[config.mk]
export PLATFORM = sky130hd
export DESIGN_NAME = tpwm_top
export DESIGN_NICKNAME = d
export VERILOG_FILES = /design/src/shared/tpwm_pkg.sv /design/src/hw/tpwm_prescaler.sv /design/src/hw/tpwm_top.sv
export SDC_FILE = /design/constraint.sdc
export NUM_CORES = 1
export LEC_CHECK = 0
export ABC_CLOCK_PERIOD_IN_PS = 5500
export BUFFER_PORTS_ARGS = -buffer_cell sky130_fd_sc_hd__buf_4
export CAP_MARGIN = 10
export CORE_MARGIN = 3
export CORE_UTILIZATION = 40
export DETAILED_ROUTE_END_ITERATION = 7
export PLACE_DENSITY_LB_ADDON = 0.12
export SYNTH_ARGS = -nofsm -noshare
export SYNTH_HDL_FRONTEND = slang
export SYNTH_SLANG_ARGS = --single-unit
export TNS_END_PERCENT = 10
[constraint.sdc]
create_clock -name clk_i -period 5.5 [get_ports clk_i]
set_input_delay 0.55 -clock clk_i [delete_from_list [all_inputs] [get_ports clk_i]]
set_output_delay 0.55 -clock clk_i [all_outputs]
set_load 0.1 [all_outputs]
[src/shared/tpwm_pkg.sv]
package tpwm_pkg;

    // register byte offsets, one aligned 32-bit word each
    localparam logic [7:0] OFS_CTRL_A = 8'h24;
    localparam logic [7:0] OFS_CTRL_B = 8'h28;
    localparam logic [7:0] OFS_COUNT = 8'h2C;
    localparam logic [7:0] OFS_CMP_A = 8'h30;
    localparam logic [7:0] OFS_CMP_B = 8'h34;
    localparam logic [7:0] OFS_FLAGS = 8'h38;
    localparam logic [7:0] OFS_PORT = 8'h3C;

    // control register a layout, msb first
    typedef struct packed {
        logic [1:0] output_mode_a;
        logic [1:0] output_mode_b;
        logic [1:0] rsvd;
        logic [1:0] wgm_lo;
    } tpwm_ctrl_a_t;

    // control register b field positions
    localparam int unsigned CB_WGM_HI_POS = 3;
    localparam int unsigned CB_CS_MSB = 2;

    // flag register bit positions, write one to clear
    localparam int unsigned FLAG_OVF_POS = 0;
    localparam int unsigned FLAG_MA_POS = 1;
    localparam int unsigned FLAG_MB_POS = 2;

    // port register bit positions
    localparam int unsigned PORT_DIR_A_POS = 0;
    localparam int unsigned PORT_DIR_B_POS = 1;
    localparam int unsigned PORT_DAT_A_POS = 4;
    localparam int unsigned PORT_DAT_B_POS = 5;

    // reset values
    localparam logic [7:0] CTRL_A_RST = 8'h00;
    localparam logic [7:0] BYTE_RST = 8'h00;

    // count landmarks
    localparam logic [7:0] MAX_VAL = 8'hFF;
    localparam logic [7:0] BOTTOM_VAL = 8'h00;
    localparam logic [7:0] CNT_STEP = 8'h01;

    // ticks in one phase correct period with a fixed turnaround
    localparam int unsigned PC_PERIOD_TICKS = 510;

    typedef enum logic [2:0] {
        WGM_NORMAL = 3'h0,
        WGM_PC_MAX = 3'h1,
        WGM_CTC = 3'h2,
        WGM_FAST_MAX = 3'h3,
        WGM_RSVD4 = 3'h4,
        WGM_PC_CMP = 3'h5,
        WGM_RSVD6 = 3'h6,
        WGM_FAST_CMP = 3'h7
    } tpwm_wgm_t;

    localparam logic [1:0] COM_OFF = 2'h0;
    localparam logic [1:0] COM_TOGGLE = 2'h1;
    localparam logic [1:0] COM_CLEAR = 2'h2;
    localparam logic [1:0] COM_SET = 2'h3;

    // clock source select codes
    localparam logic [2:0] CS_STOP = 3'h0;
    localparam logic [2:0] CS_DIV1 = 3'h1;
    localparam logic [2:0] CS_DIV8 = 3'h2;
    localparam logic [2:0] CS_DIV64 = 3'h3;
    localparam logic [2:0] CS_DIV256 = 3'h4;
    localparam logic [2:0] CS_DIV1024 = 3'h5;

    // prescaler terminal counts, divide factor minus one
    localparam logic [9:0] PRE_TC8 = 10'h007;
    localparam logic [9:0] PRE_TC64 = 10'h03F;
    localparam logic [9:0] PRE_TC256 = 10'h0FF;
    localparam logic [9:0] PRE_TC1024 = 10'h3FF;

    typedef enum logic [1:0] {
        DIR_UP = 2'b01,
        DIR_DOWN = 2'b10
    } tpwm_dir_t;

endpackage

[src/hw/tpwm_prescaler.sv]
`timescale 1ns/100ps
module tpwm_prescaler (
    input wire logic clk_i,
    input wire logic rst_i,
    input wire logic [2:0] clock_source_select_i,
    output logic timer_tick_enable_o
);
    logic [9:0] div_reg;
    logic tick_next;

    // free running so a change of source needs no restart
    always_ff @(posedge clk_i) begin
        if (rst_i) begin
            div_reg <= 10'h000;
        end else begin
            div_reg <= div_reg + 10'h001;
        end
    end

    always_comb begin
        tick_next = 1'b0;
        unique case (clock_source_select_i)
            tpwm_pkg::CS_DIV1: tick_next = 1'b1;
            tpwm_pkg::CS_DIV8:
                tick_next = (div_reg & tpwm_pkg::PRE_TC8) == tpwm_pkg::PRE_TC8;
            tpwm_pkg::CS_DIV64:
                tick_next = (div_reg & tpwm_pkg::PRE_TC64)
                    == tpwm_pkg::PRE_TC64;
            tpwm_pkg::CS_DIV256:
                tick_next = (div_reg & tpwm_pkg::PRE_TC256)
                    == tpwm_pkg::PRE_TC256;
            tpwm_pkg::CS_DIV1024: tick_next = div_reg == tpwm_pkg::PRE_TC1024;
            // stop code and external codes give no tick
            default: tick_next = 1'b0;
        endcase
    end

    always_ff @(posedge clk_i) begin
        if (rst_i) begin
            timer_tick_enable_o <= 1'b0;
        end else begin
            timer_tick_enable_o <= tick_next;
        end
    end
endmodule

[src/hw/tpwm_top.sv]
// The Wishbone register port was decided locally.
`timescale 1ns/100ps
module tpwm_top (
    input wire logic clk_i,
    input wire logic rst_i,
    input wire logic cyc_i,
    input wire logic stb_i,
    input wire logic we_i,
    input wire logic [7:0] adr_i,
    input wire logic [3:0] sel_i,
    input wire logic [31:0] dat_i,
    output logic [31:0] dat_o,
    output logic ack_o,
    output logic wave_out_a_o,
    output logic wave_out_b_o,
    output logic pin_a_o,
    output logic pin_a_oe_o,
    output logic pin_b_o,
    output logic pin_b_oe_o,
    output logic overflow_flag_o
);
    tpwm_pkg::tpwm_ctrl_a_t ctrl_a_reg;
    logic wgm_hi_reg;
    logic [2:0] cs_reg;
    logic [7:0] cnt_reg;
    logic [7:0] cmp_a_buf_reg;
    logic [7:0] cmp_a_reg;
    logic [7:0] cmp_b_buf_reg;
    logic [7:0] cmp_b_reg;
    tpwm_pkg::tpwm_dir_t dir_reg;
    logic ovf_reg;
    logic mfa_reg;
    logic mfb_reg;
    logic wave_a_reg;
    logic wave_b_reg;
    logic missed_a_reg;
    logic missed_b_reg;
    logic dir_a_reg;
    logic dir_b_reg;
    logic dat_a_reg;
    logic dat_b_reg;
    logic [31:0] rd_data;
    logic tick;
    tpwm_pkg::tpwm_wgm_t wgm;
    logic is_pc;
    logic is_fast;
    logic is_pwm;
    logic [7:0] top_val;
    logic wr;
    logic cnt_wr;
    logic flag_wr;
    logic at_top;
    logic at_bottom;
    logic eff_down;
    logic match_a;
    logic match_b;
    logic ovf_set;

    // next level of one wave output
    function automatic logic wave_next(
        input logic is_a,
        input tpwm_pkg::tpwm_wgm_t mode,
        input logic [1:0] com,
        input logic cur,
        input logic match,
        input logic top_hit,
        input logic bottom_hit,
        input logic down,
        input logic cmp_top,
        input logic missed
    );
        logic nxt;
        logic up_lvl;
        logic pc;
        logic fast;
        nxt = cur;
        up_lvl = (com == tpwm_pkg::COM_SET);
        pc = (mode == tpwm_pkg::WGM_PC_MAX) || (mode == tpwm_pkg::WGM_PC_CMP);
        fast = (mode == tpwm_pkg::WGM_FAST_MAX)
            || (mode == tpwm_pkg::WGM_FAST_CMP);
        if (com == tpwm_pkg::COM_OFF) begin
            nxt = cur;
        end else if (pc || fast) begin
            if (com == tpwm_pkg::COM_TOGGLE) begin
                if (is_a && mode[2] && match) begin
                    nxt = ~cur;
                end
            end else if (cmp_top) begin
                if (top_hit) begin
                    nxt = pc ? ~up_lvl : (com == tpwm_pkg::COM_CLEAR);
                end
            end else if (pc) begin
                if (match) begin
                    nxt = down ? ~up_lvl : up_lvl;
                end
                if (bottom_hit && missed) begin
                    nxt = up_lvl;
                end
            end else begin
                if (match) begin
                    nxt = up_lvl;
                end else if (top_hit) begin
                    nxt = (com == tpwm_pkg::COM_CLEAR);
                end
            end
        end else begin
            if (match) begin
                nxt = (com == tpwm_pkg::COM_TOGGLE) ? ~cur : up_lvl;
            end
        end
        return nxt;
    endfunction

    // whether the wave owns the pin instead of port data
    function automatic logic wave_owns_pin(
        input logic is_a,
        input tpwm_pkg::tpwm_wgm_t mode,
        input logic [1:0] com
    );
        logic pwm;
        pwm = (mode == tpwm_pkg::WGM_PC_MAX) || (mode == tpwm_pkg::WGM_PC_CMP)
            || (mode == tpwm_pkg::WGM_FAST_MAX)
            || (mode == tpwm_pkg::WGM_FAST_CMP);
        if (com == tpwm_pkg::COM_OFF) begin
            return 1'b0;
        end
        if (pwm && com == tpwm_pkg::COM_TOGGLE) begin
            return is_a && mode[2];
        end
        return 1'b1;
    endfunction

    tpwm_prescaler u_prescaler (
        .clk_i(clk_i),
        .rst_i(rst_i),
        .clock_source_select_i(cs_reg),
        .timer_tick_enable_o(tick)
    );

    assign wgm = tpwm_pkg::tpwm_wgm_t'({wgm_hi_reg, ctrl_a_reg.wgm_lo});
    assign is_pc = (wgm == tpwm_pkg::WGM_PC_MAX)
        || (wgm == tpwm_pkg::WGM_PC_CMP);
    assign is_fast = (wgm == tpwm_pkg::WGM_FAST_MAX)
        || (wgm == tpwm_pkg::WGM_FAST_CMP);
    assign is_pwm = is_pc || is_fast;
    assign top_val = ((wgm == tpwm_pkg::WGM_PC_CMP)
        || (wgm == tpwm_pkg::WGM_FAST_CMP) || (wgm == tpwm_pkg::WGM_CTC))
        ? cmp_a_reg : tpwm_pkg::MAX_VAL;

    assign wr = cyc_i && stb_i && we_i && !ack_o && sel_i[0];
    assign cnt_wr = wr && (adr_i == tpwm_pkg::OFS_COUNT);
    assign flag_wr = wr && (adr_i == tpwm_pkg::OFS_FLAGS);

    // tick is the only enable; no logic runs on a derived clock
    assign at_top = tick && (cnt_reg == top_val);
    assign at_bottom = tick && is_pc && (dir_reg == tpwm_pkg::DIR_DOWN)
        && (cnt_reg == tpwm_pkg::BOTTOM_VAL);
    // the zero tick belongs to the rising slope
    assign eff_down = (dir_reg == tpwm_pkg::DIR_DOWN)
        && (cnt_reg != tpwm_pkg::BOTTOM_VAL);
    assign match_a = tick && (cnt_reg == cmp_a_reg);
    assign match_b = tick && (cnt_reg == cmp_b_reg);
    assign ovf_set = tick && !cnt_wr && (is_pc
        ? (dir_reg == tpwm_pkg::DIR_DOWN && cnt_reg == tpwm_pkg::CNT_STEP)
        : (cnt_reg == ((wgm == tpwm_pkg::WGM_FAST_CMP)
            ? top_val : tpwm_pkg::MAX_VAL)));

    // counter and direction; a software write beats the tick
    always_ff @(posedge clk_i) begin
        if (rst_i) begin
            cnt_reg <= tpwm_pkg::BYTE_RST;
            dir_reg <= tpwm_pkg::DIR_UP;
        end else if (cnt_wr) begin
            cnt_reg <= dat_i[7:0];
        end else if (tick) begin
            if (is_pc) begin
                unique case (dir_reg)
                    tpwm_pkg::DIR_UP: begin
                        // a count above top still turns at max, no wrap
                        if (cnt_reg == top_val
                            || cnt_reg == tpwm_pkg::MAX_VAL) begin
                            dir_reg <= tpwm_pkg::DIR_DOWN;
                            cnt_reg <= (cnt_reg == tpwm_pkg::BOTTOM_VAL)
                                ? cnt_reg : cnt_reg - tpwm_pkg::CNT_STEP;
                        end else begin
                            cnt_reg <= cnt_reg + tpwm_pkg::CNT_STEP;
                        end
                    end
                    tpwm_pkg::DIR_DOWN: begin
                        if (cnt_reg == tpwm_pkg::BOTTOM_VAL) begin
                            dir_reg <= tpwm_pkg::DIR_UP;
                            cnt_reg <= (top_val == tpwm_pkg::BOTTOM_VAL)
                                ? cnt_reg : cnt_reg + tpwm_pkg::CNT_STEP;
                        end else begin
                            cnt_reg <= cnt_reg - tpwm_pkg::CNT_STEP;
                        end
                    end
                endcase
            end else begin
                dir_reg <= tpwm_pkg::DIR_UP;
                if ((is_fast || wgm == tpwm_pkg::WGM_CTC)
                    && cnt_reg == top_val) begin
                    cnt_reg <= tpwm_pkg::BOTTOM_VAL;
                end else begin
                    cnt_reg <= cnt_reg + tpwm_pkg::CNT_STEP;
                end
            end
        end
    end

    // control registers
    always_ff @(posedge clk_i) begin
        if (rst_i) begin
            ctrl_a_reg <= tpwm_pkg::CTRL_A_RST;
            wgm_hi_reg <= 1'b0;
            cs_reg <= tpwm_pkg::CS_STOP;
            dir_a_reg <= 1'b0;
            dir_b_reg <= 1'b0;
            dat_a_reg <= 1'b0;
            dat_b_reg <= 1'b0;
        end else if (wr) begin
            if (adr_i == tpwm_pkg::OFS_CTRL_A) begin
                ctrl_a_reg <= dat_i[7:0];
                ctrl_a_reg.rsvd <= 2'h0;
            end
            if (adr_i == tpwm_pkg::OFS_CTRL_B) begin
                wgm_hi_reg <= dat_i[tpwm_pkg::CB_WGM_HI_POS];
                cs_reg <= dat_i[tpwm_pkg::CB_CS_MSB:0];
            end
            if (adr_i == tpwm_pkg::OFS_PORT) begin
                dir_a_reg <= dat_i[tpwm_pkg::PORT_DIR_A_POS];
                dir_b_reg <= dat_i[tpwm_pkg::PORT_DIR_B_POS];
                dat_a_reg <= dat_i[tpwm_pkg::PORT_DAT_A_POS];
                dat_b_reg <= dat_i[tpwm_pkg::PORT_DAT_B_POS];
            end
        end
    end

    // compare buffers: immediate outside pwm, loaded at top inside
    always_ff @(posedge clk_i) begin
        if (rst_i) begin
            cmp_a_buf_reg <= tpwm_pkg::BYTE_RST;
            cmp_b_buf_reg <= tpwm_pkg::BYTE_RST;
            cmp_a_reg <= tpwm_pkg::BYTE_RST;
            cmp_b_reg <= tpwm_pkg::BYTE_RST;
        end else begin
            if (wr && adr_i == tpwm_pkg::OFS_CMP_A) begin
                cmp_a_buf_reg <= dat_i[7:0];
            end
            if (wr && adr_i == tpwm_pkg::OFS_CMP_B) begin
                cmp_b_buf_reg <= dat_i[7:0];
            end
            if (!is_pwm || at_top) begin
                cmp_a_reg <= cmp_a_buf_reg;
                cmp_b_reg <= cmp_b_buf_reg;
            end
        end
    end

    // missed up-slope level, set wins over the bottom clear
    always_ff @(posedge clk_i) begin
        if (rst_i) begin
            missed_a_reg <= 1'b0;
            missed_b_reg <= 1'b0;
        end else begin
            missed_a_reg <= (is_pc && ((at_top && cmp_a_reg == top_val
                && cmp_a_buf_reg != top_val)
                || (cnt_wr && dir_reg == tpwm_pkg::DIR_UP
                && dat_i[7:0] > cmp_a_reg)))
                || (missed_a_reg && !at_bottom);
            missed_b_reg <= (is_pc && ((at_top && cmp_b_reg == top_val
                && cmp_b_buf_reg != top_val)
                || (cnt_wr && dir_reg == tpwm_pkg::DIR_UP
                && dat_i[7:0] > cmp_b_reg)))
                || (missed_b_reg && !at_bottom);
        end
    end

    // sticky flags, write one to clear, a new event wins
    always_ff @(posedge clk_i) begin
        if (rst_i) begin
            ovf_reg <= 1'b0;
            mfa_reg <= 1'b0;
            mfb_reg <= 1'b0;
        end else begin
            ovf_reg <= ovf_set
                || (ovf_reg && !(flag_wr && dat_i[tpwm_pkg::FLAG_OVF_POS]));
            mfa_reg <= (match_a && !cnt_wr)
                || (mfa_reg && !(flag_wr && dat_i[tpwm_pkg::FLAG_MA_POS]));
            mfb_reg <= (match_b && !cnt_wr)
                || (mfb_reg && !(flag_wr && dat_i[tpwm_pkg::FLAG_MB_POS]));
        end
    end

    // wave generators; a count write suppresses that tick's compare
    always_ff @(posedge clk_i) begin
        if (rst_i) begin
            wave_a_reg <= 1'b0;
            wave_b_reg <= 1'b0;
        end else if (!cnt_wr) begin
            wave_a_reg <= wave_next(1'b1, wgm, ctrl_a_reg.output_mode_a,
                wave_a_reg, match_a, at_top, at_bottom, eff_down,
                cmp_a_reg == top_val, missed_a_reg);
            wave_b_reg <= wave_next(1'b0, wgm, ctrl_a_reg.output_mode_b,
                wave_b_reg, match_b, at_top, at_bottom, eff_down,
                cmp_b_reg == top_val, missed_b_reg);
        end
    end

    // pin mux registered so every output is a flop
    always_ff @(posedge clk_i) begin
        if (rst_i) begin
            pin_a_o <= 1'b0;
            pin_b_o <= 1'b0;
            pin_a_oe_o <= 1'b0;
            pin_b_oe_o <= 1'b0;
            wave_out_a_o <= 1'b0;
            wave_out_b_o <= 1'b0;
            overflow_flag_o <= 1'b0;
        end else begin
            pin_a_o <= wave_owns_pin(1'b1, wgm, ctrl_a_reg.output_mode_a)
                ? wave_a_reg : dat_a_reg;
            pin_b_o <= wave_owns_pin(1'b0, wgm, ctrl_a_reg.output_mode_b)
                ? wave_b_reg : dat_b_reg;
            pin_a_oe_o <= dir_a_reg;
            pin_b_oe_o <= dir_b_reg;
            wave_out_a_o <= wave_a_reg;
            wave_out_b_o <= wave_b_reg;
            overflow_flag_o <= ovf_reg;
        end
    end

    always_comb begin
        rd_data = 32'h0000_0000;
        unique case (adr_i)
            tpwm_pkg::OFS_CTRL_A: rd_data[7:0] = ctrl_a_reg;
            tpwm_pkg::OFS_CTRL_B:
                rd_data[3:0] = {wgm_hi_reg, cs_reg};
            tpwm_pkg::OFS_COUNT: rd_data[7:0] = cnt_reg;
            tpwm_pkg::OFS_CMP_A: rd_data[7:0] = cmp_a_buf_reg;
            tpwm_pkg::OFS_CMP_B: rd_data[7:0] = cmp_b_buf_reg;
            tpwm_pkg::OFS_FLAGS: rd_data[2:0] = {mfb_reg, mfa_reg, ovf_reg};
            tpwm_pkg::OFS_PORT:
                rd_data[5:0] = {dat_b_reg,dat_a_reg,2'h0,dir_b_reg,dir_a_reg};
            default: rd_data = 32'h0000_0000;
        endcase
    end

    // one wait state; unmapped addresses still answer, reading zero
    always_ff @(posedge clk_i) begin
        if (rst_i) begin
            ack_o <= 1'b0;
            dat_o <= 32'h0000_0000;
        end else begin
            ack_o <= cyc_i && stb_i && !ack_o;
            if (cyc_i && stb_i && !ack_o) begin
                dat_o <= rd_data;
            end
        end
    end
endmodule

; ---- Word level (Yosys, flattened, before mapping)
; Index checks and enable logic that the tools add are counted.
[op_classes]
n_reduce_logical = 85
shift = 0
div = 0
n_mux = 70
addsub = 3
n_lt_le_gt_ge = 2
bitwise_logic = 7
n_mul = 0
eq_ne = 49
[ops]
columns = cell, count
row1 = $mux 8, 10
row2 = $eq 8x6->1 const B, 7
row3 = $mux 1, 50
row4 = $eq 8x8->1, 6
row5 = $logic_and 1x1->1, 44
row6 = $pmux 3 s7, 1
row7 = $logic_or 1x1->1, 17
row8 = $eq 8x8->1 const B, 2
row9 = $gt 8x8->1, 2
row10 = $logic_not 8->1, 2
row11 = $ne 8x8->1, 2
row12 = $pmux 8 s2, 1
row13 = $eq 3x3->1 const B, 5
row14 = $reduce_and 7->1, 2
row15 = $eq 3x2->1 const B, 4
row16 = $add 10x1->10 const B, 1
row17 = $eq 10x10->1 const B, 1
row18 = $eq 2x2->1 const B, 5
row19 = $ne 5x1->1 const B, 2
row20 = $ne 5x5->1 const B, 2
row21 = $pmux 2 s5, 1
row22 = $reduce_bool 5->1, 2
row23 = $add 8x1->8 const B, 1
row24 = $eq 8x1->1 const B, 1
row25 = 21 further kinds, 45
[totals]
ram_bits = 0
elab_cells = 249
out_inout_bits = 40
in_bits = 49
regBits = 90
mem_bits_ro = 0
n_memories = 0
latchBits = 0

; ---- Depth between registers and ports, before layout
; Gate-level depths: netlist (run 1).
[logic_depth]
depth_word = 12
depth_mapped = 12
ltp_nobuf = 10

; ---- Cells and area by module
; From an unflattened synthesis (run 1), not the netlist that was laid out.
[unflattened]
cells_unflattened = 776
hier_area_um2 = 6217.2
[modules_own_cells]
columns = module, area_each_um2, instances, seq_area_each_um2, cells_per_inst
row1 = tpwm_top, 5738.0, 1, 1581.5, 723
row2 = tpwm_prescaler, 479.2, 1, 220.2, 53

; ---- Worst setup path after synthesis (run 1)
; No wires, ideal clock.
[synth_timing]
path_kind = register -> register
start = register wgm_hi_reg
end = register wave_b_reg
period_less_slack_ps = 2645
setup_time_ps = 128
slack_ps = 2855
path_stages_with_launch = 11
t_required_ps = 5372
n_path_buf = 2
t_arrival_ps = 2517
cell_sequence = dfxtp_1 buf_2 or3b_1 nand2_1 clkbuf_1 a32oi_1 nor4_2 mux2_2 a211oi_1 mux2i_1 nor2_1
[synth_via]
elab_chain_len = 11
word_cells_on_any_way = 31
classes_between = eq/ne: 10 / mux: 8 / reduce/logical: 13
[synth_rtl]
columns = element, line_no
row1 = "start, declared", tpwm_top.sv:23  ; logic wgm_hi_reg;
row2 = "start signal, assigned", tpwm_top.sv:227  ; wgm_hi_reg <= dat_i[tpwm_pkg::CB_WGM_HI_POS];
row3 = "parallel branches: the longest is 11 deep, another holds $mux 8", n/a
row4 = "end signal, assigned", tpwm_top.sv:304  ; wave_b_reg <= wave_next(1'b0, wgm, ctrl_a_reg.output_mode_b,
row5 = "end, declared", tpwm_top.sv:35  ; logic wave_b_reg;
; Several ways; the timed one is not identified. The select of a mux whose other input is x is not followed.
; A chain may end at the register's enable or synchronous reset.

; ---- Final worst setup path (run 1)
[layout_timing]
start = register ctrl_a_reg[1] in the netlist's numbering
end = register wave_b_reg
[layout_via]
elab_chain_len = 11
word_cells_on_any_way = 31
classes_between = eq/ne: 10 / mux: 8 / reduce/logical: 13
[layout_rtl]
columns = element, line_no
row1 = "start, declared", tpwm_top.sv:22  ; tpwm_pkg::tpwm_ctrl_a_t ctrl_a_reg;
row2 = "start signal, assigned", tpwm_top.sv:214  ; ctrl_a_reg <= tpwm_pkg::CTRL_A_RST;
row3 = "start signal, assigned", tpwm_top.sv:223  ; ctrl_a_reg <= dat_i[7:0];
row4 = "parallel branches: the longest is 11 deep, another holds $mux 8", n/a
; Several ways; the timed one is not identified. The select of a mux whose other input is x is not followed.

==> flow_metrics.tcl, run 1 <==
set metrics [dict create \
    hold_class "flop to flop" \
    vias_per_cell 6.01 \
    die_area_sq_um 16500 \
    start_util_pct 41.2 \
    start_kind "flop" \
    path_max_fanout 15 \
    insertion_delay_ps 350 \
    synthCells 776 \
    clock-root-buffer "clkbuf_16" \
    syn_area_sq_um 6010 \
    fp-row-count 44 \
    synth_commonest_cells "90 x dfxtp_1, 90 x nand2_1, 90 x nor2_1" \
    crit_start "ctrl_a_reg[1]$_SDFFE_PP0P_" \
    grt-ovfl-total 0 \
    synth_top_area_share_pct 30.0 \
    critical_path_arrival_ps 3720 \
    max_clock_freq_mhz 285 \
    path_cells "or3b_1 -> nand2_1 -> a32oi_1 -> nor4_2 -> mux2_2 -> a211oi_1 -> mux2i_1 -> nor2_1" \
    final_net_count 851 \
    seq_area_frac_synth_pct 30.0 \
    routedWlPerCell_um 20.2 \
    clock_skew_ps 8.60 \
    crit_slowest_cell "dfxtp_1" \
    wirelength_um 19600 \
    cts_hold_buf 0 \
    hold_ws_ps 464 \
    drtIter0Drc 531 \
    nFillCells 1479 \
    cts-buffers-inserted 9 \
    dr.pass1.iters 5 \
    slew_violations 0 \
    core-area_sq_um 14600 \
    synth_area_per_cell_sq_um 7.74 \
    antenna_cells 0 \
    antenna_found_initial 0 \
    async_flop_share_pct 0 \
    layout-drive-gt1-share_pct 9.17 \
    ys_seq_elements 90 \
    grt_pass1_vias 5479 \
    max_stage_delay_ps 750 \
    cts_buffer_depth 2 \
    rsz0062_at_grt "false" \
    synth_ff_type "dfxtp_1" \
    ir_drop_mv 0.134 \
    setup_viol 0 \
    timing.final.ws_setup_ps 1990 \
    synth.area.top_cells "dfxtp_1 30%, mux2i_1 7.3%, nand2_1 5.6%" \
    min_period_over_period_pct 63.9 \
    post-route-min-period_ps 3510 \
    final-hold-violation-count 0 \
    synth_edf_count 0 \
    port_buffers 37 \
    fin_tns_setup_ps 0 \
    maxSlewHeadroom_pct 39.4 \
    critPathKind "flop to flop" \
    r2r-start "ctrl_a_reg[1]$_SDFFE_PP0P_" \
    vias 5827 \
    grtUsageTotal_pct 24.0 \
    power_density_nw_per_um2 218 \
    routabilityCongestion 0.919 \
    die_x_um 129 \
    hpwl_um 14100 \
    drc 0 \
    synth_area_leader_cell "dfxtp_1" \
    largest_register_ffs 10 \
    cts.sinks 90 \
    end_kind "flop" \
    p_leak_nw 2.42 \
    post_cts_buffers 0 \
    ant_nets 0 \
    synthToLayoutAreaGrowth_pct 8.85 \
    post_cts_resized 0 \
    grt_pass1_wl_um 30900 \
    hold_start "wave_b_reg$_SDFFE_PP0P_" \
    clk_pin_slew_ps 70 \
    chipHeight_um 129 \
    ys_types 69 \
    final_util_pct 44.8 \
    required_ps 5710 \
    preCtsSetupSlack_ps 2060 \
    status "complete, no violations" \
    grt_max_degree 86 \
    htreeDepth 3 \
    worst_pin_slew_ps 909 \
    synth-warning-count 0 \
    io_pins 89 \
    cts_tree "built" \
    timing.max_cap.violations 0 \
]
kinds of logic (layout without fill, tap and decap cells):
family,count (synthesis),count (layout),synth area share [%]
and+or+nand+nor,295,295,23.1
muxes,47,47,7.89
buffers and inverters,104,90,8.39
xor gates and xnor gates,34,34,4.96
other,1,24,0.0624
adders and majority gates,22,22,4.58
AOI/OAI and AO/OA,183,183,21.0
DFF,90,90,30.0
worst paths after layout:
kind	depth (start not counted)	slack [ps]	endpoint
max reg2reg	8	1990	wave_b_reg$_SDFFE_PP0P_
max	8	1990	wave_b_reg$_SDFFE_PP0P_
min	2	460	wave_out_b_o$_SDFF_PP0_
min reg2reg	2	460	wave_out_b_o$_SDFF_PP0_
routing by layer:
metal  global-route usage (%)  routed length, um
met4                     7.23                430
met2                     38.4               8980
met5                        0                  0
met3                     4.52               1210
met1                     33.0               8950
per-stage QoR:
stage | instances | total power [mW] | cell area (sq um)
3_3_place_gp | 953 | 0.833 | 6250
3_5_place_dp | 953 | 0.835 | 6250
4_1_cts | 969 | 1.44 | 6540
2_1_floorplan | 799 | 0.810 | 6090
5_1_grt | 969 | 1.47 | 6540
6_report | 969 | 1.42 | 6540
placed cells by master, fill, tap and decap left out, drive strengths merged, types with 4 or more instances in the layout:
cell	n
inv	35
nand2b	8
o22ai	13
o21ai	25
a31oi	7
a211oi	9
and3	8
clkbuf	9
xnor2	19
o32ai	4
nor3b	5
nor2	90
nand4	10
xor2	15
o31ai	6
nor4	7
a221oi	12
nand3	20
o211ai	5
nor2b	15
a21o	8
o21a	4
nor3	25
or2	4
a21oi	47
dfxtp	90
a32oi	6
mux2i	44
nand2	90
ha	22
buf	41
a22oi	8
conb	24
area by class of cell:
cell class              instances  area [sq um]  share of cell area (%)
multi-input cells             605          3790                    57.9
flip-flops and latches         90          1800                    27.6
repair buffers                 41           308                    4.71
well taps                     184           230                    3.52
clock buffers                   9           225                    3.44
inverters                      33           124                    1.89
clock inverters                 7          62.6                   0.957
critical path: cells and delay by family, from the launching register on:
kind | cells | cell delay [ps]
AND/OR/NAND/NOR | 4 | 1540
flip-flops | 1 | 750
AO/OA/AOI/OAI | 2 | 430
multiplexers | 2 | 630
report_power, final:
part / leakage, nW / internal, mW / switching, mW
Combinational: 1.56 / 0.0271 / 0.135
Clock: 0.135 / 0.314 / 0.290
Sequential: 0.726 / 0.656 / 0.00315
Total: 2.42 / 0.996 / 0.427
Power figures use the tool's default switching activity.
==> run 2: changes to the inputs <==
--- a/config.mk
+++ b/config.mk
@@ -5,7 +5,8 @@
 export SDC_FILE = /design/constraint.sdc
 export NUM_CORES = 1
 export LEC_CHECK = 0
-export ABC_CLOCK_PERIOD_IN_PS = 5500
+export ABC_AREA = 1
+export ABC_CLOCK_PERIOD_IN_PS = 3300
 export BUFFER_PORTS_ARGS = -buffer_cell sky130_fd_sc_hd__buf_4
 export CAP_MARGIN = 10
 export CORE_MARGIN = 3
==> constraint.sdc (replaced) <==
create_clock -name clk_i -period 3.3 [get_ports clk_i]
set_input_delay 0.33 -clock clk_i [delete_from_list [all_inputs] [get_ports clk_i]]
set_output_delay 0.33 -clock clk_i [all_outputs]
set_load 0.1 [all_outputs]
==> run 2 against run 1 <==
Net effect:
- fmax is 47% higher
- sequential cell count stayed put
- hold slack worse by 160 ps
- combinational power is 57% higher
- synthesized cell count is 12% higher
- sequential power is 67% higher
- via count is 0.43% lower
- clock-buffer cell count is 1 higher
- power is 71% higher
- clock skew is 1.3 ps lower
- critical endpoint is now cnt_reg[1]$_SDFFE_PP0P_
- highest routed layer unchanged
==> flow_metrics.tcl, run 2 <==
set metrics [dict create \
    crit_start "ctrl_a_reg[0]$_SDFFE_PP0P_" \
    synth_top_family_by_area "simple AND/OR/NAND/NOR gates" \
    synthToLayoutAreaGrowth_pct 11.8 \
    cts.sinks 90 \
    multi_input_area_sq_um 3440 \
    wirelength_um 19000 \
    layout-drive-gt1-share_pct 10.6 \
    start_util_pct 41.5 \
    regArea_sq_um 1800 \
    syn_area_sq_um 5850 \
    die_x_um 127 \
    vias 5802 \
    critPathKind "flop to flop" \
    regToRegSetupSlack_ps 910 \
    cts_tree "built" \
    ys_seq_elements 90 \
    clk_pin_slew_ps 70 \
    hold_class "input port to flop" \
    start_kind "flop" \
    post-route-min-period_ps 2390 \
    final-hold-violation-count 0 \
    antenna_cells 0 \
    synth_area_leader_cell "dfxtp_1" \
    slew_violations 0 \
    min_period_over_period_pct 72.5 \
    htreeDepth 3 \
    path_max_fanout 18 \
    max_clock_freq_mhz 418 \
    synth_top_area_share_pct 30.8 \
    synth_compound_area_share_pct 19.8 \
    reg2reg_depth 15 \
    io_pins 89 \
    drc 0 \
    yosys.area_share.simple_pct 28.0 \
    chipHeight_um 127 \
    routedWlPerCell_um 17.4 \
    fp-row-count 43 \
    cts-buffers-inserted 9 \
    hold_end "wgm_hi_reg$_SDFFE_PP0P_" \
    synthMuxAreaShare_pct 0 \
    synth_edf_count 0 \
    synth_area_per_cell_sq_um 6.71 \
    clock_skew_ps 7.29 \
    synth_most_common_cell "nand2_1" \
    fin_tns_setup_ps 0 \
    async_flop_share_pct 0 \
    post_cts_buffers 0 \
    insertion_delay_ps 360 \
    antenna_found_initial 0 \
    grt-ovfl-total 0 \
    port_buffers 37 \
    die_area_sq_um 16100 \
    vias_per_cell 5.30 \
    synth.area.top_cells "dfxtp_1 31%, nand2_1 9.6%, a21oi_1 8.3%" \
    rsz0062_at_grt "false" \
    synthAdderAreaFrac_pct 4.71 \
    nFillCells 1524 \
    power_density_nw_per_um2 373 \
    r2r-start "ctrl_a_reg[0]$_SDFFE_PP0P_" \
    synth_ff_type "dfxtp_1" \
    grt_max_degree 49 \
    cts_buffer_depth 2 \
    status "complete, no violations" \
    hold_start "dat_i[3]" \
    clock-root-buffer "clkbuf_16" \
    core-area_sq_um 14100 \
    drtIter0Drc 487 \
    grt_pass1_wl_um 30100 \
    timing.rr.end "cnt_reg[1]$_SDFFE_PP0P_" \
    p_leak_nw 2.72 \
    hold_ws_ps 302 \
    required_ps 3540 \
    final_net_count 980 \
    whs_path_depth 3 \
    maxSlewHeadroom_pct 62.3 \
    ir_drop_mv 0.232 \
    critical_path_arrival_ps 2630 \
    routabilityCongestion 0.959 \
    final_common_cell "nand2_1" \
    hpwl_um 14200 \
    grt_pass1_vias 5325 \
    cts_hold_buf 0 \
    worst_pin_slew_ps 563 \
    timing.max_cap.violations 0 \
    largest_register_ffs 10 \
    synthCells 872 \
    synth-warning-count 0 \
    dr.pass1.iters 5 \
    synth_commonest_cells "150 x nand2_1, 101 x inv_1, 97 x a21oi_1" \
    layout_common_cells "150 x nand2_1, 101 x inv_1, 97 x a21oi_1, 90 x dfxtp_1, 86 x nor2_1" \
    ant_nets 0 \
    end_kind "flop" \
    synth-xor-area-share_pct 4.79 \
    post_cts_resized 0 \
    setup_viol 0 \
    grtUsageTotal_pct 24.1 \
    seq_area_frac_synth_pct 30.8 \
    ys_types 45 \
]
run 2: how the worst max path moves through the flow:
stage | to | slack [ps] | cells past startpoint
after floorplan | cnt_reg[5]$_SDFFE_PP0P_ | 1110 | 9
after global placement | missed_a_reg$_SDFF_PP0_ | 880 | 10
after detailed placement | cnt_reg[5]$_SDFFE_PP0P_ | 900 | 12
after CTS | cnt_reg[7]$_SDFFE_PP0P_ | 930 | 12
after global routing | cnt_reg[1]$_SDFFE_PP0P_ | 620 | 12
final | cnt_reg[1]$_SDFFE_PP0P_ | 910 | 15
run 2: final cells by class:
cell class                 count  area share [%]
tap                          180            3.44
inverter                     111            6.41
sequential                    90            27.6
clock buffer                  10            3.50
multi-input combinational    651            52.6
timing repair buffer          46            5.28
clock inverter                 6            1.21
run 2: worst max-delay path, cell delays in order, from the launching register on:
cell     delay, ps
dfxtp_1        580
nand2_2        160
nand2_8        170
nand2_2        150
nand2_1        100
nand3_1        120
nor2_4         210
nand2_4        110
nand2_4        120
nand2_2         60
nand2_1        150
nand2_1         70
nand2_1         60
nor2_1          60
nor2_1         100
nor2_1          50
run 2: routing by layer:
metal	vias to the layer above	global-route usage, %	part of all wire [%]
met4	0	9.27	3.7
met5	-	0	0
met3	45	4.04	6.0
met1	2631	34.0	47
met2	204	36.6	44
li1	2922	-	-
run 2: logic make-up (layout without fill, tap and decap cells):
family,after synthesis,in the layout
simple gates,355,355
compound gates,218,218
buf+inv,154,173
flops,90,90
xor+xnor,32,32
fa+ha+maj,22,22
other cells,1,24
run 2: metrics by stage:
step / area, sq um / cells / setup slack, ps / util [%] / power, mW
2_1_floorplan: 5930 / 895 / 1110 / - / 1.34
3_3_place_gp: 6230 / 1078 / 883 / 44.2 / 1.37
3_5_place_dp: 6230 / 1078 / 900 / 44.2 / 1.37
4_1_cts: 6540 / 1094 / 926 / 46.4 / 2.47
5_1_grt: 6540 / 1094 / 625 / 46.4 / 2.52
6_report: 6540 / 1094 / 907 / 46.4 / 2.44
run 2: where the power goes:
part           switching (mW)  internal [mW]  total [mW]  leakage (nW)
clock network           0.484          0.605        1.09         0.152
logic                   0.212         0.0433       0.255          1.84
registers             0.00365           1.09        1.10         0.726
